### config.mk
export PLATFORM = sky130hd
export DESIGN_NAME = jdb_ctrl
export DESIGN_NICKNAME = d
export VERILOG_FILES = /design/src/shared/jdb_pkg.sv /design/src/hdl/jdb_ctrl.sv /design/src/hdl/jdb_sync2.sv /design/src/hdl/jdb_tick.sv
export SDC_FILE = /design/constraint.sdc
export NUM_CORES = 1
export LEC_CHECK = 0
export BUFFER_PORTS_ARGS = -buffer_cell sky130_fd_sc_hd__buf_2
export CAP_MARGIN = 10
export CELL_PAD_IN_SITES_DETAIL_PLACEMENT = 0
export CELL_PAD_IN_SITES_GLOBAL_PLACEMENT = 1
export CORE_MARGIN = 2
export CORE_UTILIZATION = 31
export DETAILED_ROUTE_END_ITERATION = 8
export PLACE_DENSITY_LB_ADDON = 0.2
export SLEW_MARGIN = 20
export SYNTH_ARGS = -nofsm -noshare
export SYNTH_HDL_FRONTEND = slang
export SYNTH_SLANG_ARGS = --single-unit
export TNS_END_PERCENT = 10
### constraint.sdc
create_clock -name i_clk -period 6.7 [get_ports i_clk]
set_input_delay 1.005 -clock i_clk [delete_from_list [all_inputs] [get_ports i_clk]]
set_output_delay 1.005 -clock i_clk [all_outputs]
set_load 0.01 [all_outputs]
### src/shared/jdb_pkg.sv
// Package for the jog and external DC-brake input control block.
// Assumes a 125 MHz system clock and a 32-bit APB register bus.
package jdb_pkg;

  // ****************************************************************
  // Register map (byte addresses)
  // ****************************************************************
  localparam logic [7:0] OFS_CTRL = 8'h00;
  localparam logic [7:0] OFS_KEYPAD = 8'h04;
  localparam logic [7:0] OFS_JOG_FREQ = 8'h08;
  localparam logic [7:0] OFS_START_FREQ = 8'h0C;
  localparam logic [7:0] OFS_TARGET_FREQ = 8'h10;
  localparam logic [7:0] OFS_BRAKE_DELAY = 8'h14;
  localparam logic [7:0] OFS_BRAKE_FORCE = 8'h18;
  localparam logic [7:0] OFS_ASSIGN = 8'h1C;
  localparam logic [7:0] OFS_STATUS = 8'h20;

  // ****************************************************************
  // Field positions
  // ****************************************************************
  localparam int CTRL_SRC_LSB = 0;
  localparam int CTRL_STOP_LSB = 2;
  localparam int CTRL_DELAY_BIT = 4;
  localparam int CTRL_REV_BIT = 5;
  localparam int KP_START_BIT = 0;
  localparam int KP_STOP_BIT = 1;
  localparam int FN_W = 5;
  localparam int NUM_TERM = 5;

  // ****************************************************************
  // Reset values
  // ****************************************************************
  localparam logic [5:0] CTRL_RST = 6'h00;
  localparam logic [15:0] JOG_FREQ_RST = 16'h0000;
  localparam logic [15:0] START_FREQ_RST = 16'h0000;
  localparam logic [15:0] TARGET_FREQ_RST = 16'h0000;
  localparam logic [5:0] BRAKE_DELAY_RST = 6'h01;
  localparam logic [6:0] BRAKE_FORCE_RST = 7'h00;
  localparam logic [24:0] ASSIGN_RST = 25'h0000000;

  // ****************************************************************
  // Codes and limits (frequencies in 0.1 Hz, delay in 0.1 s)
  // ****************************************************************
  localparam logic [1:0] SRC_KEYPAD = 2'h0;
  localparam logic [1:0] SRC_TERMINAL = 2'h1;
  localparam logic [1:0] STOP_COAST = 2'h0;
  localparam logic [1:0] STOP_DECEL = 2'h1;
  localparam logic [1:0] STOP_DCBRAKE = 2'h2;
  localparam logic [4:0] FN_JOG = 5'h06;
  localparam logic [4:0] FN_DC_BRAKE = 5'h07;
  localparam logic [15:0] JOG_MAX_FREQ = 16'h0064;
  localparam logic [5:0] DELAY_MIN = 6'h01;
  localparam logic [5:0] DELAY_MAX = 6'h32;
  localparam logic [6:0] FORCE_MAX = 7'h64;
  localparam logic [5:0] JOG_BRAKE_TENTHS = 6'h05;

  // ****************************************************************
  // Timing
  // ****************************************************************
  localparam int unsigned CLK_PERIOD_NS = 8;
  localparam int unsigned TENTH_SEC_NS = 100_000_000;
  localparam int unsigned TENTH_SEC_CYCLES = (TENTH_SEC_NS + CLK_PERIOD_NS - 1) / CLK_PERIOD_NS;
  localparam int unsigned RAMP_STEP_NS = 1_000_000;
  localparam int unsigned RAMP_STEP_CYCLES = (RAMP_STEP_NS + CLK_PERIOD_NS - 1) / CLK_PERIOD_NS;

  // ****************************************************************
  // Drive states
  // ****************************************************************
  typedef enum logic [2:0] {
    ST_STOP, ST_RUN, ST_JOG, ST_DECEL, ST_WAIT, ST_BRAKE, ST_JBRAKE
  } jdb_state_t;

endpackage : jdb_pkg

### src/hdl/jdb_ctrl.sv
// Jog and external DC-brake control behind assignable input terminals.
// Assumes input pins are asynchronous switches and an APB master on i_clk.
`timescale 1ns/10ps
`default_nettype none
// Functional notes
// - Jog output frequency capped at 10 Hz
// - Jog steps straight to frequency, no ramp
// - Jog input plus run command enters jog
// - Jog ends by coast, decel or brake
// - No jog if below start or zero
// - Brake input enables DC injection braking
// - Brake delay setting 0.1 to 5.0 s
// - Brake force setting 0 to 100 percent
// - Terminal run: release ramps back up
// - Keypad run: release leaves output off
// - Delayed keypad case coasts, then brakes
module jdb_ctrl #(
  parameter int unsigned TENTH_CYCLES = jdb_pkg::TENTH_SEC_CYCLES,
  parameter int unsigned RAMP_CYCLES = jdb_pkg::RAMP_STEP_CYCLES
) (
  // Clock and reset
  input wire logic i_clk,
  input wire logic i_arst_n,
  // APB slave
  input wire logic i_psel,
  input wire logic i_penable,
  input wire logic i_pwrite,
  input wire logic [7:0] i_paddr,
  input wire logic [31:0] i_pwdata,
  output logic [31:0] o_prdata,
  output logic o_pready,
  output logic o_pslverr,
  // Input terminal pins
  input wire logic [4:0] i_terminal,
  input wire logic i_forward_run_input,
  input wire logic i_reverse_run_input,
  // Drive command outputs
  output logic [15:0] o_freq_cmd,
  output logic o_output_on,
  output logic o_dc_brake,
  output logic [6:0] o_brake_force,
  output logic o_reverse
);

  // ****************************************************************
  // Pin synchronisation and terminal decode
  // ****************************************************************
  logic [6:0] pins_s;
  logic [4:0] term_s;
  logic jog_input;
  logic dc_brake_input;
  logic [4:0] jog_hit;
  logic [4:0] brk_hit;
  logic [5:0] ctrl_ff;
  logic [24:0] assign_ff;

  jdb_sync2 #(.W(7)) u_sync (
    .i_clk(i_clk),
    .i_arst_n(i_arst_n),
    .i_async({i_reverse_run_input, i_forward_run_input, i_terminal}),
    .o_sync(pins_s)
  );
  assign term_s = pins_s[4:0];

  // Each terminal carries the function code assigned to it
  for (genvar g = 0; g < jdb_pkg::NUM_TERM; g++) begin : g_term
    assign jog_hit[g] = term_s[g] &&
      (assign_ff[g*jdb_pkg::FN_W +: jdb_pkg::FN_W] == jdb_pkg::FN_JOG);
    assign brk_hit[g] = term_s[g] &&
      (assign_ff[g*jdb_pkg::FN_W +: jdb_pkg::FN_W] == jdb_pkg::FN_DC_BRAKE);
  end
  assign jog_input = |jog_hit;
  assign dc_brake_input = |brk_hit;

  // ****************************************************************
  // APB register file
  // ****************************************************************
  logic [15:0] jogf_ff;
  logic [15:0] startf_ff;
  logic [15:0] targetf_ff;
  logic [5:0] delay_ff;
  logic [6:0] force_ff;
  logic kp_run_ff;
  logic wr_en;
  logic mapped;
  logic kp_clear;
  jdb_pkg::jdb_state_t state_ff;
  logic [15:0] freq_ff;
  logic run_cmd;
  logic [5:0] wr_delay;
  logic [6:0] wr_force;

  // Address decode; every access completes with no wait state
  always_comb begin
    unique case (i_paddr)
      jdb_pkg::OFS_CTRL, jdb_pkg::OFS_KEYPAD, jdb_pkg::OFS_JOG_FREQ,
      jdb_pkg::OFS_START_FREQ, jdb_pkg::OFS_TARGET_FREQ,
      jdb_pkg::OFS_BRAKE_DELAY, jdb_pkg::OFS_BRAKE_FORCE,
      jdb_pkg::OFS_ASSIGN, jdb_pkg::OFS_STATUS: mapped = 1'b1;
      default: mapped = 1'b0;
    endcase
  end
  assign wr_en = i_psel && i_penable && i_pwrite && mapped;
  assign o_pready = 1'b1;
  assign o_pslverr = i_psel && i_penable && !mapped;

  // Brake delay and force settings are clamped into their legal ranges when written
  assign wr_delay = (i_pwdata[31:6] != '0 || i_pwdata[5:0] > jdb_pkg::DELAY_MAX) ?
                    jdb_pkg::DELAY_MAX : (i_pwdata[5:0] < jdb_pkg::DELAY_MIN) ?
                    jdb_pkg::DELAY_MIN : i_pwdata[5:0];
  assign wr_force = (i_pwdata[6:0] > jdb_pkg::FORCE_MAX || i_pwdata[31:7] != '0) ?
                    jdb_pkg::FORCE_MAX : i_pwdata[6:0];

  // Configuration registers
  always_ff @(posedge i_clk or negedge i_arst_n) begin
    if (!i_arst_n) begin
      ctrl_ff <= jdb_pkg::CTRL_RST;
      jogf_ff <= jdb_pkg::JOG_FREQ_RST;
      startf_ff <= jdb_pkg::START_FREQ_RST;
      targetf_ff <= jdb_pkg::TARGET_FREQ_RST;
      delay_ff <= jdb_pkg::BRAKE_DELAY_RST;
      force_ff <= jdb_pkg::BRAKE_FORCE_RST;
      assign_ff <= jdb_pkg::ASSIGN_RST;
    end else if (wr_en) begin
      unique case (i_paddr)
        jdb_pkg::OFS_CTRL: ctrl_ff <= i_pwdata[5:0];
        jdb_pkg::OFS_JOG_FREQ: jogf_ff <= i_pwdata[15:0];
        jdb_pkg::OFS_START_FREQ: startf_ff <= i_pwdata[15:0];
        jdb_pkg::OFS_TARGET_FREQ: targetf_ff <= i_pwdata[15:0];
        jdb_pkg::OFS_BRAKE_DELAY: delay_ff <= wr_delay;
        jdb_pkg::OFS_BRAKE_FORCE: force_ff <= wr_force;
        jdb_pkg::OFS_ASSIGN: assign_ff <= i_pwdata[24:0];
        default: ;
      endcase
    end
  end

  // Keypad run latch; a start write wins over any clear
  always_ff @(posedge i_clk or negedge i_arst_n) begin
    if (!i_arst_n) begin
      kp_run_ff <= 1'b0;
    end else if (wr_en && i_paddr == jdb_pkg::OFS_KEYPAD && i_pwdata[jdb_pkg::KP_START_BIT]) begin
      kp_run_ff <= 1'b1;
    end else if (kp_clear ||
                 (wr_en && i_paddr == jdb_pkg::OFS_KEYPAD && i_pwdata[jdb_pkg::KP_STOP_BIT])) begin
      kp_run_ff <= 1'b0;
    end
  end

  // Read mux; status shows the live drive state
  always_comb begin
    o_prdata = 32'h00000000;
    unique case (i_paddr)
      jdb_pkg::OFS_CTRL: o_prdata[5:0] = ctrl_ff;
      jdb_pkg::OFS_KEYPAD: o_prdata[0] = kp_run_ff;
      jdb_pkg::OFS_JOG_FREQ: o_prdata[15:0] = jogf_ff;
      jdb_pkg::OFS_START_FREQ: o_prdata[15:0] = startf_ff;
      jdb_pkg::OFS_TARGET_FREQ: o_prdata[15:0] = targetf_ff;
      jdb_pkg::OFS_BRAKE_DELAY: o_prdata[5:0] = delay_ff;
      jdb_pkg::OFS_BRAKE_FORCE: o_prdata[6:0] = force_ff;
      jdb_pkg::OFS_ASSIGN: o_prdata[24:0] = assign_ff;
      jdb_pkg::OFS_STATUS: o_prdata[23:0] = {dc_brake_input, jog_input, run_cmd,
                                             kp_run_ff, 1'b0, state_ff, freq_ff};
      default: o_prdata = 32'h00000000;
    endcase
  end

  // ****************************************************************
  // Run command, jog qualification
  // ****************************************************************
  logic [1:0] run_src;
  logic [1:0] stop_sel;
  logic delay_en;
  logic term_mode;
  logic jog_ok;
  logic jog_go;
  logic [15:0] jog_lim;

  assign run_src = ctrl_ff[jdb_pkg::CTRL_SRC_LSB +: 2];
  assign stop_sel = ctrl_ff[jdb_pkg::CTRL_STOP_LSB +: 2];
  assign delay_en = ctrl_ff[jdb_pkg::CTRL_DELAY_BIT];
  assign term_mode = (run_src == jdb_pkg::SRC_TERMINAL);
  assign run_cmd = term_mode ? (pins_s[5] | pins_s[6]) :
                   (run_src == jdb_pkg::SRC_KEYPAD) && kp_run_ff;
  assign jog_ok = (jogf_ff != 16'h0000) && (jogf_ff >= startf_ff);
  assign jog_lim = (jogf_ff > jdb_pkg::JOG_MAX_FREQ) ? jdb_pkg::JOG_MAX_FREQ : jogf_ff;
  assign jog_go = jog_input && run_cmd && jog_ok;

  // ****************************************************************
  // Timers: brake delay in tenths and ramp steps
  // ****************************************************************
  jdb_pkg::jdb_state_t nxt_state;
  logic tenth_tick;
  logic ramp_tick;
  logic enter_timed;
  logic [5:0] cnt_ff;

  assign enter_timed = (nxt_state != state_ff) &&
                       (nxt_state == jdb_pkg::ST_WAIT || nxt_state == jdb_pkg::ST_JBRAKE);

  jdb_tick #(.PERIOD(TENTH_CYCLES)) u_tenth (
    .i_clk(i_clk),
    .i_arst_n(i_arst_n),
    .i_restart(enter_timed),
    .o_tick(tenth_tick)
  );

  jdb_tick #(.PERIOD(RAMP_CYCLES)) u_ramp (
    .i_clk(i_clk),
    .i_arst_n(i_arst_n),
    .i_restart(1'b0),
    .o_tick(ramp_tick)
  );

  // Delay counter loaded afresh on each entry into a timed state
  always_ff @(posedge i_clk or negedge i_arst_n) begin
    if (!i_arst_n) begin
      cnt_ff <= '0;
    end else if (enter_timed) begin
      cnt_ff <= (nxt_state == jdb_pkg::ST_WAIT) ? delay_ff : jdb_pkg::JOG_BRAKE_TENTHS;
    end else if (tenth_tick && cnt_ff != '0) begin
      cnt_ff <= cnt_ff - 1'b1;
    end
  end

  // ****************************************************************
  // Drive state machine
  // ****************************************************************
  logic brake_req;
  logic released;

  assign brake_req = dc_brake_input && (state_ff == jdb_pkg::ST_RUN ||
                     state_ff == jdb_pkg::ST_JOG || state_ff == jdb_pkg::ST_DECEL);
  assign released = !dc_brake_input &&
                    (state_ff == jdb_pkg::ST_WAIT || state_ff == jdb_pkg::ST_BRAKE);
  assign kp_clear = released && !term_mode;

  // Next state; in run, jog and decel the brake input outranks jog and run
  always_comb begin
    nxt_state = state_ff;
    if (brake_req) begin
      nxt_state = (delay_en && !term_mode) ? jdb_pkg::ST_WAIT : jdb_pkg::ST_BRAKE;
    end else begin
      unique case (state_ff)
        jdb_pkg::ST_STOP: begin
          if (jog_go) nxt_state = jdb_pkg::ST_JOG;
          else if (run_cmd && !jog_input) nxt_state = jdb_pkg::ST_RUN;
        end
        jdb_pkg::ST_RUN: begin
          if (!run_cmd) nxt_state = jdb_pkg::ST_DECEL;
        end
        jdb_pkg::ST_JOG: begin
          if (!jog_go) begin
            unique case (stop_sel)
              jdb_pkg::STOP_DECEL: nxt_state = jdb_pkg::ST_DECEL;
              jdb_pkg::STOP_DCBRAKE: nxt_state = jdb_pkg::ST_JBRAKE;
              default: nxt_state = jdb_pkg::ST_STOP;
            endcase
          end
        end
        jdb_pkg::ST_DECEL: begin
          if (run_cmd && !jog_input) nxt_state = jdb_pkg::ST_RUN;
          else if (freq_ff == 16'h0000) nxt_state = jdb_pkg::ST_STOP;
        end
        jdb_pkg::ST_WAIT, jdb_pkg::ST_BRAKE: begin
          if (!dc_brake_input) begin
            nxt_state = (term_mode && run_cmd) ? jdb_pkg::ST_RUN : jdb_pkg::ST_STOP;
          end else if (state_ff == jdb_pkg::ST_WAIT && cnt_ff == '0) begin
            nxt_state = jdb_pkg::ST_BRAKE;
          end
        end
        jdb_pkg::ST_JBRAKE: begin
          if (cnt_ff == '0) nxt_state = jdb_pkg::ST_STOP;
        end
        default: nxt_state = jdb_pkg::ST_STOP;
      endcase
    end
  end

  // State register
  always_ff @(posedge i_clk or negedge i_arst_n) begin
    if (!i_arst_n) state_ff <= jdb_pkg::ST_STOP;
    else state_ff <= nxt_state;
  end

  // ****************************************************************
  // Output frequency and brake command
  // ****************************************************************
  logic [15:0] nxt_freq;

  // Jog steps at once; run and decel ramp one unit per tick
  always_comb begin
    nxt_freq = freq_ff;
    if (nxt_state == jdb_pkg::ST_JOG) begin
      nxt_freq = jog_lim;
    end else if (nxt_state == jdb_pkg::ST_RUN && state_ff != jdb_pkg::ST_RUN &&
                 state_ff != jdb_pkg::ST_DECEL) begin
      nxt_freq = 16'h0000;
    end else if (nxt_state == jdb_pkg::ST_RUN && ramp_tick && freq_ff != targetf_ff) begin
      nxt_freq = (freq_ff < targetf_ff) ? freq_ff + 16'h0001 : freq_ff - 16'h0001;
    end else if (nxt_state == jdb_pkg::ST_DECEL && ramp_tick && freq_ff != 16'h0000) begin
      nxt_freq = freq_ff - 16'h0001;
    end else if (nxt_state != jdb_pkg::ST_RUN && nxt_state != jdb_pkg::ST_DECEL) begin
      nxt_freq = 16'h0000;
    end
  end

  // Registered drive outputs
  always_ff @(posedge i_clk or negedge i_arst_n) begin
    if (!i_arst_n) begin
      freq_ff <= 16'h0000;
      o_reverse <= 1'b0;
    end else begin
      freq_ff <= nxt_freq;
      o_reverse <= term_mode ? (pins_s[6] && !pins_s[5]) : ctrl_ff[jdb_pkg::CTRL_REV_BIT];
    end
  end

  // Brake force applied only while braking
  always_ff @(posedge i_clk or negedge i_arst_n) begin
    if (!i_arst_n) o_brake_force <= 7'h00;
    else if (nxt_state == jdb_pkg::ST_BRAKE || nxt_state == jdb_pkg::ST_JBRAKE)
      o_brake_force <= force_ff;
    else o_brake_force <= 7'h00;
  end

  assign o_freq_cmd = freq_ff;
  assign o_dc_brake = (state_ff == jdb_pkg::ST_BRAKE) || (state_ff == jdb_pkg::ST_JBRAKE);
  assign o_output_on = (state_ff != jdb_pkg::ST_STOP) && (state_ff != jdb_pkg::ST_WAIT);
endmodule : jdb_ctrl
`default_nettype wire

### src/hdl/jdb_sync2.sv
// Two-flop synchroniser for a group of pin inputs.
// Assumes the inputs are quasi-static levels from switches.
`timescale 1ns/10ps
`default_nettype none
module jdb_sync2 #(
  parameter int W = 1
) (
  // Clock and reset
  input wire logic i_clk,
  input wire logic i_arst_n,
  // Data
  input wire logic [W-1:0] i_async,
  output logic [W-1:0] o_sync
);

  logic [W-1:0] meta_ff;
  logic [W-1:0] sync_ff;

  // Two stages; only the second is read outside
  always_ff @(posedge i_clk or negedge i_arst_n) begin
    if (!i_arst_n) begin
      meta_ff <= '0;
      sync_ff <= '0;
    end else begin
      meta_ff <= i_async;
      sync_ff <= meta_ff;
    end
  end

  assign o_sync = sync_ff;

endmodule : jdb_sync2
`default_nettype wire

### src/hdl/jdb_tick.sv
// Restartable period ticker giving a one-cycle pulse every PERIOD cycles.
// Assumes a restart pulse from logic on the same clock.
`timescale 1ns/10ps
`default_nettype none
module jdb_tick #(
  parameter int unsigned PERIOD = 4
) (
  // Clock and reset
  input wire logic i_clk,
  input wire logic i_arst_n,
  // Control
  input wire logic i_restart,
  output logic o_tick
);

  localparam int CW = $clog2(PERIOD + 1);
  localparam logic [CW-1:0] LAST = CW'(PERIOD - 1);

  logic [CW-1:0] cnt_ff;

  // Count up to PERIOD-1, restart from zero on request
  always_ff @(posedge i_clk or negedge i_arst_n) begin
    if (!i_arst_n) begin
      cnt_ff <= '0;
    end else if (i_restart || cnt_ff == LAST) begin
      cnt_ff <= '0;
    end else begin
      cnt_ff <= cnt_ff + 1'b1;
    end
  end

  assign o_tick = (cnt_ff == LAST) && !i_restart;

endmodule : jdb_tick
`default_nettype wire

==> results of run 1 <==
==> final cells by class <==
type	instances	share of cell area (%)
clock buffers	19	3.88
clock inverters	12	1.24
inverters	66	2.12
multi-input cells	775	44.2
flip-flops and latches	181	38.8
well taps	442	4.74
repair buffers	111	5.01
==> layer usage <==
| layer | routed length (um) | global-route usage [%] |
|---|---|---|
| met4 | 298 | 4.13 |
| met3 | 1300 | 3.03 |
| met1 | 15100 | 27.4 |
| met2 | 14400 | 29.5 |
| met5 | 0 | 0 |
==> stage by stage <==
step	util (%)	cell area, um2
after floorplan	-	10200
after global placement	34.1	11100
after detailed placement	34.1	11100
after CTS	35.9	11700
after global routing	36.0	11700
final	36.0	11700
==> state kept, by name (all words and copies together), names as in the netlist, 16 cells and up <==
signal,cells
jogf_ff,16
startf_ff,16
assign_ff,25
u_tenth.cnt_ff,24
u_ramp.cnt_ff,17
o_freq_cmd,16
targetf_ff,16
==> layout by cell type, fill, tap and decap left out, types with 4 or more instances in the layout <==
cell | Yosys | layout
sky130_fd_sc_hd__dfrtp_1 | 180 | 180
sky130_fd_sc_hd__nand2_1 | 114 | 114
sky130_fd_sc_hd__buf_2 | 0 | 102
sky130_fd_sc_hd__nor2_1 | 92 | 89
sky130_fd_sc_hd__inv_1 | 65 | 65
sky130_fd_sc_hd__o21ai_0 | 64 | 64
sky130_fd_sc_hd__nand3_1 | 50 | 50
sky130_fd_sc_hd__mux2_2 | 49 | 49
sky130_fd_sc_hd__ha_1 | 40 | 40
sky130_fd_sc_hd__a21oi_1 | 35 | 34
sky130_fd_sc_hd__nor3_1 | 27 | 27
sky130_fd_sc_hd__xnor2_1 | 25 | 25
sky130_fd_sc_hd__xor2_1 | 23 | 23
sky130_fd_sc_hd__a222oi_1 | 20 | 20
sky130_fd_sc_hd__nor4_1 | 20 | 19
sky130_fd_sc_hd__and3_1 | 17 | 17
sky130_fd_sc_hd__clkbuf_16 | 0 | 17
sky130_fd_sc_hd__and2_1 | 15 | 15
sky130_fd_sc_hd__a22oi_1 | 15 | 15
sky130_fd_sc_hd__nand4_1 | 14 | 14
sky130_fd_sc_hd__mux2i_1 | 11 | 11
sky130_fd_sc_hd__a22o_1 | 8 | 8
sky130_fd_sc_hd__nand2b_1 | 8 | 8
sky130_fd_sc_hd__or3_1 | 8 | 8
sky130_fd_sc_hd__conb_1 | 2 | 8
sky130_fd_sc_hd__buf_4 | 10 | 8
sky130_fd_sc_hd__or4_1 | 7 | 7
sky130_fd_sc_hd__a31oi_1 | 7 | 7
sky130_fd_sc_hd__nor2b_1 | 6 | 6
sky130_fd_sc_hd__a311oi_1 | 6 | 6
sky130_fd_sc_hd__or2_2 | 6 | 6
sky130_fd_sc_hd__o21a_1 | 5 | 5
sky130_fd_sc_hd__o31ai_1 | 5 | 5
sky130_fd_sc_hd__nand4b_1 | 4 | 4
==> kinds of logic (layout without fill, tap and decap cells) <==
group / count (synthesis) / in the layout / synth area share, %
fa+ha+maj: 40 / 40 / 4.91
simple gates: 417 / 417 / 20.9
other cells: 2 / 8 / 0.0737
xor+xnor: 48 / 48 / 4.13
compound gates: 202 / 202 / 13.6
buf+inv: 117 / 208 / 5.43
flops: 181 / 181 / 44.5
mux: 60 / 60 / 6.49
==> worst paths after layout <==
check                                    endpoint  slack (ns)  cells past startpoint
max in group asynchronous               cnt_ff[5]        4.91                      2
min in group asynchronous       u_ramp.cnt_ff[10]        0.52                      1
worst max-delay path            u_tenth.cnt_ff[4]        2.33                      9
worst min-delay path             u_sync.o_sync[2]        0.35                      0
worst max register to register  u_tenth.cnt_ff[4]        2.33                      9
worst min register to register   u_sync.o_sync[2]        0.35                      0
==> worst max-delay path: cells and delay by family (launching register included) <==
| family | cells | cell delay (ns) |
|---|---|---|
| AO/OA/AOI/OAI | 3 | 2.13 |
| flip-flops | 1 | 0.38 |
| AND/OR/NAND/NOR | 6 | 1.76 |
==> where the power goes <==
part / switching (mW) / total (mW) / internal (mW)
registers: 0.00185 / 1.10 / 1.10
logic: 0.0545 / 0.0722 / 0.0177
clock network: 0.474 / 1.05 / 0.576
==> key figures, run 1 <==
Floorplan
  • I/O pins: 112
  • Horiz. Die Dim: 185 um
  • Initial core utilization: 31.4%
  • Die outline area: 0.0343 mm2
  • Floorplan die height: 185 um
  • Standard-cell rows: 66
  • Core region area: 0.0325 mm2

Worst hold path
  • Path class of the lowest-slack min-delay path: reg -> reg
  • Min-delay src: u_sync.meta_ff[2]

Power and ir drop
  • Leakage power summed over all cells: 5.62 nW
  • VDD IR max: 0.000179 V
  • Pwr Total: 2.22 mW
  • Power per unit of standard cell area: 190 mW/mm2

Clock tree
  • Clock buffer count from CTS: 17
  • Clock tree from TritonCTS: built
  • Number of levels in the clock H-tree: 4
  • Number of clock sinks: 181
  • Postcts setup bufs: 0
  • Clock latency on the worst-skew pair: 0.45 ns
  • Hold-fix buffer count after cts: 0
  • Count of cells resized by post-cts repair: 0
  • Clock tree root buffer cell: sky130_fd_sc_hd__clkbuf_16
  • Max Buffers Root-to-Sink: 2
  • Reg clk slew, reported paths: 0.07 ns

STA
  • Slew @ Worst Pin: 1.14 ns
  • Relative slew slack: 23.9%
  • Post-route setup slack: 2.33 ns
  • Worst clock skew: 0.0118 ns
  • Final hold slack: 0.346 ns
  • Final setup fails: 0
  • Final number of hold-violating endpoints: 0
  • Setup TNS Final: 0 ns
  • Highest clock frequency the design can meet: 229 MHz
  • Final worst-path cycle share: 65.2%
  • Minimum clock period after layout: 4.37 ns
  • Max-slew violation count: 0
  • Unrepaired setup endpoints after global routing: no

Finish
  • Area of combinational cells with multiple inputs: 0.00516 mm2
  • Filler-free cell count of the finished design: 1606
  • Post-layout net count: 1244
  • Share of layout cells above drive strength 1: 19.5%
  • Fill cells: 3359
  • Synth-to-Final Area Change: 14.5%
  • Footprint of the flip-flops and latches: 0.00453 mm2
  • Antenna Diode Count: 0

Setup path
  • Worst setup path start: assign_ff[14]
  • Startpoint of the most critical register-to-register path: assign_ff[14]
  • CP max stage delay: 0.95 ns
  • Critical path class: reg -> reg
  • Cell repeated most along the worst path: sky130_fd_sc_hd__nand2_1
  • Slowest stage cell on the critical path: sky130_fd_sc_hd__a211oi_1
  • Kind of launch point of the worst setup path: register
  • Worst endpoint required time: 7.07 ns
  • Cells traversed along the worst timing path: nand2b_1 -> nor3_1 -> a211oi_1 -> nand2_1 -> o21ai_0 -> nand2_1 -> o211a_1 -> or2_2 -> nor2_1
  • Crit-path max FO: 24
  • Kind of capture point of the worst setup path: register
  • Worst endpoint data arrival time: 4.74 ns

Placed design
  • HPWL after detailed placement: 23500 um
  • Number of cells in the design after placement: 1575
  • Gp weighted congestion: 0.831
  • Worst Setup Slack post-DPL: 1.95 ns
  • Quantity of I/O buffers inserted on ports: 103

Global routing
  • Largest net degree at the start of global routing: 72
  • Final global-route overflow total: 0
  • Wire length of the first global-routing pass: 48800 um
  • Number of global-route vias before repair: 8063
  • Initial antenna violation count: 0
  • GRT Resource Usage Total: 18.9%

Drt
  • Detailed-route wire length per cell: 19.4 um
  • Vias after detailed routing: 8208
  • Routed wire length: 31200 um
  • Remaining routing DRC violations: 0
  • Iteration count of the initial detailed-routing pass: 5
  • Count of routing violations after the opening detailed-route iteration: 619
  • Post-DRT Antenna Nets: 0
  • Post-detailed-route via-to-cell ratio: 5.11

Synth
  • Most frequent cell after synthesis: sky130_fd_sc_hd__dfrtp_1
  • Top cells by area, synth: sky130_fd_sc_hd__dfrtp_1 (44%), sky130_fd_sc_hd__mux2_2 (5.4%), sky130_fd_sc_hd__ha_1 (4.9%)
  • Number of library cell types mapped by synthesis: 88
  • Number of register bits inferred by synthesis: 181
  • Async set or reset register ratio after synthesis: 100%
  • Netlist Area Pre-Place: 0.0102 mm2
  • Count of yosys warnings during synthesis: 0
  • Sequential cell area fraction in the yosys report: 44.5%
  • Dominant cell type by area after synthesis: sky130_fd_sc_hd__dfrtp_1
  • Cells after Synth: 1067
  • Area fraction of the dominant cell type after synthesis: 44.2%
  • List of most frequent post-synthesis cells: sky130_fd_sc_hd__dfrtp_1 (180), sky130_fd_sc_hd__nand2_1 (114), sky130_fd_sc_hd__nor2_1 (92)
  • Number of enable flip-flop cells after synthesis: 0
  • Dominant register cell in the synthesized netlist: sky130_fd_sc_hd__dfrtp_1
  • Post-Syn Area per Cell: 9.55 um2

Run
  • Number of max-cap violations: 0

Status
  • Status: completed
(Power assumes the default switching activity.)
==> run 2, diff against run 1 <==
Clock period 6.7 ns to 4.5 ns, I/O delays scaled along.
==> run 2 against run 1 <==
Hold slack lost 0.12 ns; total power grew 50%; register-to-register slack lost 1.9 ns; sequential share of layout area decreased by 0.53 points; routed wire length rose by 5.3%; design area is 1.4% higher; clock-buffer cell count decreased by 2; flip-flop and latch count is the same; first-iteration DRC count increased by 27%; non-clock buffer count rose by 19; combinational power up 48%; clock skew grew 0.0043 ns.
==> key figures, run 2 (synthesized netlist as in run 1, its figures left out) <==
Clock tree
  • Number of clock sinks: 181
  • Reg clk slew, reported paths: 0.07 ns
  • Hold-fix buffer count after cts: 0
  • Max Buffers Root-to-Sink: 2
  • Clock tree root buffer cell: sky130_fd_sc_hd__clkbuf_16
  • Clock buffer count from CTS: 17
  • Postcts setup bufs: 0
  • Count of cells resized by post-cts repair: 0
  • Number of levels in the clock H-tree: 4
  • Clock latency on the worst-skew pair: 0.45 ns
  • Clock tree from TritonCTS: built

STA
  • Worst clock skew: 0.0161 ns
  • Highest clock frequency the design can meet: 246 MHz
  • Final number of hold-violating endpoints: 0
  • Unrepaired setup endpoints after global routing: no
  • Minimum clock period after layout: 4.07 ns
  • Setup TNS Final: 0 ns
  • Max-slew violation count: 0
  • Final setup fails: 0
  • Relative slew slack: 39.4%
  • Final worst-path cycle share: 90.5%
  • Slew @ Worst Pin: 0.909 ns

Drt
  • Count of routing violations after the opening detailed-route iteration: 785
  • Vias after detailed routing: 8485
  • Post-DRT Antenna Nets: 0
  • Remaining routing DRC violations: 0
  • Post-detailed-route via-to-cell ratio: 5.21
  • Routed wire length: 32800 um
  • Detailed-route wire length per cell: 20.1 um
  • Iteration count of the initial detailed-routing pass: 5

Floorplan
  • Die outline area: 0.0343 mm2
  • Core region area: 0.0325 mm2
  • Floorplan die height: 185 um
  • Horiz. Die Dim: 185 um
  • I/O pins: 112
  • Standard-cell rows: 66
  • Initial core utilization: 31.4%

Finish
  • Registers with the most flip-flops: assign_ff: 25 flops, u_tenth.cnt_ff: 24 flops, u_ramp.cnt_ff: 17 flops
  • Most flop-heavy register: assign_ff
  • Share of layout cells above drive strength 1: 20.7%
  • Most frequent standard cell in the layout excluding fill and tap cells: sky130_fd_sc_hd__dfrtp_1
  • Most frequent cells in the layout: sky130_fd_sc_hd__dfrtp_1 (180), sky130_fd_sc_hd__nand2_1 (114), sky130_fd_sc_hd__buf_2 (102)
  • Fill cells: 3366
  • Filler-free cell count of the finished design: 1629
  • Number of flip-flops in the largest register: 25
  • Post-layout net count: 1263
  • Synth-to-Final Area Change: 16.1%

Power and ir drop
  • Leakage power summed over all cells: 5.74 nW
  • Power per unit of standard cell area: 282 mW/mm2
  • VDD IR max: 0.000270 V

Setup path
  • Cells traversed along the worst timing path: inv_1 -> ha_1 -> nand2b_1 -> a2111oi_0 -> or4b_1 -> and3_1 -> nor4b_2 -> o21ai_4 -> nand4b_4 -> or4_1 -> and3_1 -> o22a_1
  • Worst endpoint required time: 4.83 ns
  • Kind of launch point of the worst setup path: register
  • Worst endpoint data arrival time: 4.40 ns
  • CP max stage delay: 0.69 ns
  • Cell repeated most along the worst path: sky130_fd_sc_hd__and3_1
  • Crit-path max FO: 18
  • Critical path class: reg -> reg
  • Slowest stage cell on the critical path: sky130_fd_sc_hd__a2111oi_0
  • Kind of capture point of the worst setup path: register

Run
  • Number of max-cap violations: 0

Placed design
  • HPWL after detailed placement: 24500 um
  • Gp weighted congestion: 0.851
  • Quantity of I/O buffers inserted on ports: 103
  • Number of cells in the design after placement: 1594

Status
  • Status: completed

Global routing
  • Wire length of the first global-routing pass: 50700 um
  • Initial antenna violation count: 3
  • GRT Resource Usage Total: 19.6%
  • Largest net degree at the start of global routing: 77
  • Final global-route overflow total: 0
  • Number of global-route vias before repair: 8370

Worst hold path
  • Path class of the lowest-slack min-delay path: in -> async
-- run 2: cell types whose count changed in the layout (fill, tap and decap cells not counted), moves of 2 or more --
cell	delta
sky130_fd_sc_hd__clkinv_8	+2
sky130_fd_sc_hd__clkinvlp_4	-2
sky130_fd_sc_hd__clkbuf_8	-2
sky130_fd_sc_hd__diode_2	+3
sky130_fd_sc_hd__buf_4	+18
-- run 2: critical path: cells and delay by family (launching register included) --
family / cells / cell delay (ns)
AO/OA/AOI/OAI: 3 / 1.27
adder cells (fa/ha/maj): 1 / 0.28
buffers and inverters: 1 / 0.08
flip-flops: 1 / 0.43
AND/OR/NAND/NOR: 7 / 1.90
-- run 2: layout make-up --
type	instances	area (um2)	share of cell area [%]
multi-input cells	775	5140	43.5
flip-flops and latches	181	4530	38.3
repair buffers	130	739	6.25
well taps	442	553	4.67
clock buffers	17	425	3.59
inverters	66	248	2.09
clock inverters	15	188	1.59
diodes	3	7.51	0.0634
-- run 2: final timing paths --
check	slack, ns	from	cells after the start	to
worst max-delay path	0.43	jogf_ff[0]	12	o_freq_cmd[15]
min in group i_clk	0.32	i_forward_run_input	1	u_sync.meta_ff[5]
max in group asynchronous	3.31	i_arst_n	2	u_tenth.cnt_ff[16]
worst min register to register	0.35	u_sync.meta_ff[3]	0	u_sync.o_sync[3]
worst min-delay path	0.23	i_arst_n	1	u_ramp.cnt_ff[10]
worst max register to register	0.43	jogf_ff[0]	12	o_freq_cmd[15]
-- run 2: stage by stage --
stage / hold WS, ns / setup slack, ns / utilization, % / cell area (um2) / power, mW
3_3_place_gp: 0.333 / 0.507 / 34.6 / 11200 / 1.78
3_5_place_dp: 0.337 / 0.489 / 34.6 / 11200 / 1.78
5_1_grt: 0.284 / 0.237 / 36.5 / 11800 / 3.46
6_report: 0.231 / 0.430 / 36.5 / 11800 / 3.34
2_1_floorplan: 0.331 / 1.20 / - / 10200 / 1.69
4_1_cts: 0.273 / 0.441 / 36.4 / 11800 / 3.39
-- run 2: layer usage --
metal | wire, um | GRT usage [%] | part of all wire [%]
met5 | 0 | 0 | 0
met4 | 603 | 4.79 | 1.8
met3 | 1510 | 3.70 | 4.6
met2 | 14800 | 30.7 | 45
met1 | 15900 | 27.9 | 49
-- run 2: power by group --
| part | total, mW | switching [mW] | internal, mW |
|---|---|---|---|
| combinational | 0.107 | 0.0792 | 0.0277 |
| clock | 1.60 | 0.753 | 0.845 |
| sequential | 1.64 | 0.00382 | 1.63 |
==> run 3, diff against run 2 <==
Settings changed: ABC_AREA set to 1.
==> run 3 against run 2 <==
Hold slack better by 0.056 ns; clock-buffer cell count unchanged; die area up 8.8%; sequential share of layout area down 2.4 points; utilization down 0.82 points; non-clock buffer count down 21; cell count up 22%; critical path type is now in -> out; largest cell class unchanged.
==> key figures, run 3 <==
Drt
  • Detailed-route wire length per cell: 17.4 um
  • Vias after detailed routing: 9804
  • Iteration count of the initial detailed-routing pass: 7
  • Count of routing violations after the opening detailed-route iteration: 660
  • Routed wire length: 34700 um
  • Post-detailed-route via-to-cell ratio: 4.92
  • Remaining routing DRC violations: 0
  • Post-DRT Antenna Nets: 0

Global routing
  • Wire length of the first global-routing pass: 55100 um
  • Final global-route overflow total: 0
  • Initial antenna violation count: 0
  • Largest net degree at the start of global routing: 87
  • GRT Resource Usage Total: 18.9%
  • Number of global-route vias before repair: 9316

Synth
  • Dominant register cell in the synthesized netlist: sky130_fd_sc_hd__dfrtp_1
  • Number of enable flip-flop cells after synthesis: 0
  • Cells after Synth: 1433
  • Sequential cell area fraction in the yosys report: 40.8%
  • Dominant cell type by area after synthesis: sky130_fd_sc_hd__dfrtp_1
  • Post-Syn Area per Cell: 7.75 um2
  • List of most frequent post-synthesis cells: sky130_fd_sc_hd__nand2_1 (285), sky130_fd_sc_hd__inv_1 (199), sky130_fd_sc_hd__dfrtp_1 (180)
  • Count of yosys warnings during synthesis: 0
  • Netlist Area Pre-Place: 0.0111 mm2
  • Async set or reset register ratio after synthesis: 100%
  • Number of register bits inferred by synthesis: 181
  • Top cells by area, synth: sky130_fd_sc_hd__dfrtp_1 (41%), sky130_fd_sc_hd__nand2_1 (9.6%), sky130_fd_sc_hd__inv_1 (6.7%)
  • Most frequent cell after synthesis: sky130_fd_sc_hd__nand2_1
  • Area fraction of the dominant cell type after synthesis: 40.6%
  • Number of library cell types mapped by synthesis: 64

Clock tree
  • Clock tree root buffer cell: sky130_fd_sc_hd__clkbuf_16
  • Number of clock sinks: 181
  • Hold-fix buffer count after cts: 0
  • Reg clk slew, reported paths: 0.08 ns
  • Count of cells resized by post-cts repair: 0
  • Max Buffers Root-to-Sink: 2
  • Clock latency on the worst-skew pair: 0.46 ns
  • Postcts setup bufs: 0
  • Number of levels in the clock H-tree: 4
  • Clock buffer count from CTS: 17
  • Clock tree from TritonCTS: built

Setup path
  • Kind of capture point of the worst setup path: primary output
  • Kind of launch point of the worst setup path: input pin
  • Dominant delay contributor by cell family on the critical path: buffers and inverters
  • Worst endpoint required time: 3.83 ns
  • Crit-path max FO: 14
  • Number of cells traversed by the worst register-to-register path: 17
  • CP max stage delay: 0.53 ns
  • Cells traversed along the worst timing path: buf_2 -> or2_1 -> nor3_2 -> nand2_1 -> inv_1 -> nand2_1 -> o21ai_0 -> a221oi_1 -> o21ai_0 -> buf_2
  • Slowest stage cell on the critical path: sky130_fd_sc_hd__inv_1
  • Count of buffer and inverter cells on the critical path: 3
  • Startpoint of the most critical register-to-register path: o_freq_cmd[0]
  • Worst R2R End: o_freq_cmd[6]
  • Worst endpoint data arrival time: 2.71 ns
  • Critical path class: in -> out
  • R2r setup slk: 1.40 ns

Placed design
  • Worst Setup Slack post-DPL: 1.02 ns
  • HPWL after detailed placement: 26400 um
  • Gp weighted congestion: 0.823
  • Quantity of I/O buffers inserted on ports: 103
  • Cell area reported after detailed placement: 0.0120 mm2

Power and ir drop
  • Internal Power: 2.41 mW
  • Power per unit of standard cell area: 262 mW/mm2
  • VDD IR max: 0.000273 V
  • Power share of the sequential group: 49.6%
  • Switching fraction of total power: 27.0%
  • Clock network power share: 46.2%
  • Comb power frac: 4.3%
  • Net switching power: 0.891 mW
  • Leakage power summed over all cells: 6.20 nW

Finish
  • Share of layout cells above drive strength 1: 15.1%
  • Fill cells: 3844
  • Post-layout net count: 1612
  • Antenna Diode Count: 0
  • Most frequent standard cell in the layout excluding fill and tap cells: sky130_fd_sc_hd__nand2_1
  • Synth-to-Final Area Change: 13.6%
  • Final core utilization: 35.6%
  • Final design area excluding fillers: 0.0126 mm2
  • Number of flip-flops in the largest register: 25
  • Registers with the most flip-flops: assign_ff: 25 flops, u_tenth.cnt_ff: 24 flops, u_ramp.cnt_ff: 17 flops
  • Most frequent cells in the layout: sky130_fd_sc_hd__nand2_1 (285), sky130_fd_sc_hd__inv_1 (199), sky130_fd_sc_hd__dfrtp_1 (180)
  • Most flop-heavy register: assign_ff

STA
  • Final number of hold-violating endpoints: 0
  • Post-route setup slack: 1.11 ns
  • Final worst-path cycle share: 75.3%
  • Unrepaired setup endpoints after global routing: no
  • Relative slew slack: 35.3%
  • Slew @ Worst Pin: 0.969 ns
  • Setup TNS Final: 0 ns
  • Final setup fails: 0
  • Minimum clock period after layout: 3.39 ns
  • Worst clock skew: 0.0183 ns
  • Max-slew violation count: 0
  • Highest clock frequency the design can meet: 295 MHz

Run
  • Number of max-cap violations: 0

Floorplan
  • Core region area: 0.0354 mm2
  • Horiz. Die Dim: 193 um
  • Die outline area: 0.0374 mm2
  • Initial core utilization: 31.4%
  • Standard-cell rows: 69
  • I/O pins: 112
  • Floorplan die height: 193 um

Worst hold path
  • Path class of the lowest-slack min-delay path: in -> async

Status
  • Status: completed
-- run 3: cell families (layout without fill, tap and decap cells) --
| kind of cell | count (synthesis) | after routing | synth area share (%) |
|---|---|---|---|
| adder cells (fa/ha/maj) | 40 | 40 | 4.51 |
| AO/OA/AOI/OAI | 234 | 234 | 12.3 |
| XOR/XNOR | 38 | 38 | 3.00 |
| buffers and inverters | 272 | 366 | 9.93 |
| other | 2 | 8 | 0.0676 |
| multiplexers | 6 | 6 | 0.597 |
| flip-flops | 181 | 181 | 40.8 |
| AND/OR/NAND/NOR | 660 | 660 | 28.8 |
-- run 3: cell type report --
| class | instances | area, um2 | area share, % |
|---|---|---|---|
| inverters | 225 | 848 | 6.72 |
| repair buffers | 109 | 582 | 4.61 |
| flip-flops and latches | 181 | 4530 | 35.9 |
| clock buffers | 17 | 425 | 3.37 |
| well taps | 461 | 577 | 4.57 |
| clock inverters | 15 | 161 | 1.28 |
| multi-input cells | 986 | 5490 | 43.5 |
-- run 3: metal layers --
metal | part of all wire, % | vias up | global-route usage [%]
li1 | - | 4887 | -
met1 | 48 | 4693 | 26.6
met2 | 47 | 205 | 30.4
met3 | 3.9 | 19 | 3.26
met5 | 0 | - | 0
met4 | 0.97 | 0 | 3.93
-- run 3: how the worst max path moves through the flow --
stage	start	end	slack, ns	cells past startpoint
after global placement	i_paddr[1]	o_prdata[6]	1.12	8
final	i_paddr[1]	o_prdata[7]	1.11	10
after CTS	i_paddr[1]	o_prdata[6]	1.10	8
after global routing	i_paddr[1]	o_prdata[6]	0.93	8
after floorplan	i_paddr[1]	o_prdata[12]	1.72	9
after detailed placement	i_paddr[1]	targetf_ff[13]	1.02	11
-- run 3: power by group through the flow --
stage	sequential, mW	combinational (mW)	clock (mW)
detailed placement	1.67	0.145	0
global placement	1.67	0.146	0
global route	1.64	0.158	1.63
CTS	1.64	0.146	1.57
floorplan	1.67	0.0579	0
finish	1.64	0.141	1.52
-- run 3: stage by stage --
step	power [mW]	hold WS, ns	cells
4_1_cts	3.35	0.291	1994
3_3_place_gp	1.81	0.332	1962
6_report	3.30	0.287	1994
5_1_grt	3.43	0.288	1994
3_5_place_dp	1.81	0.336	1962
2_1_floorplan	1.73	0.331	1439
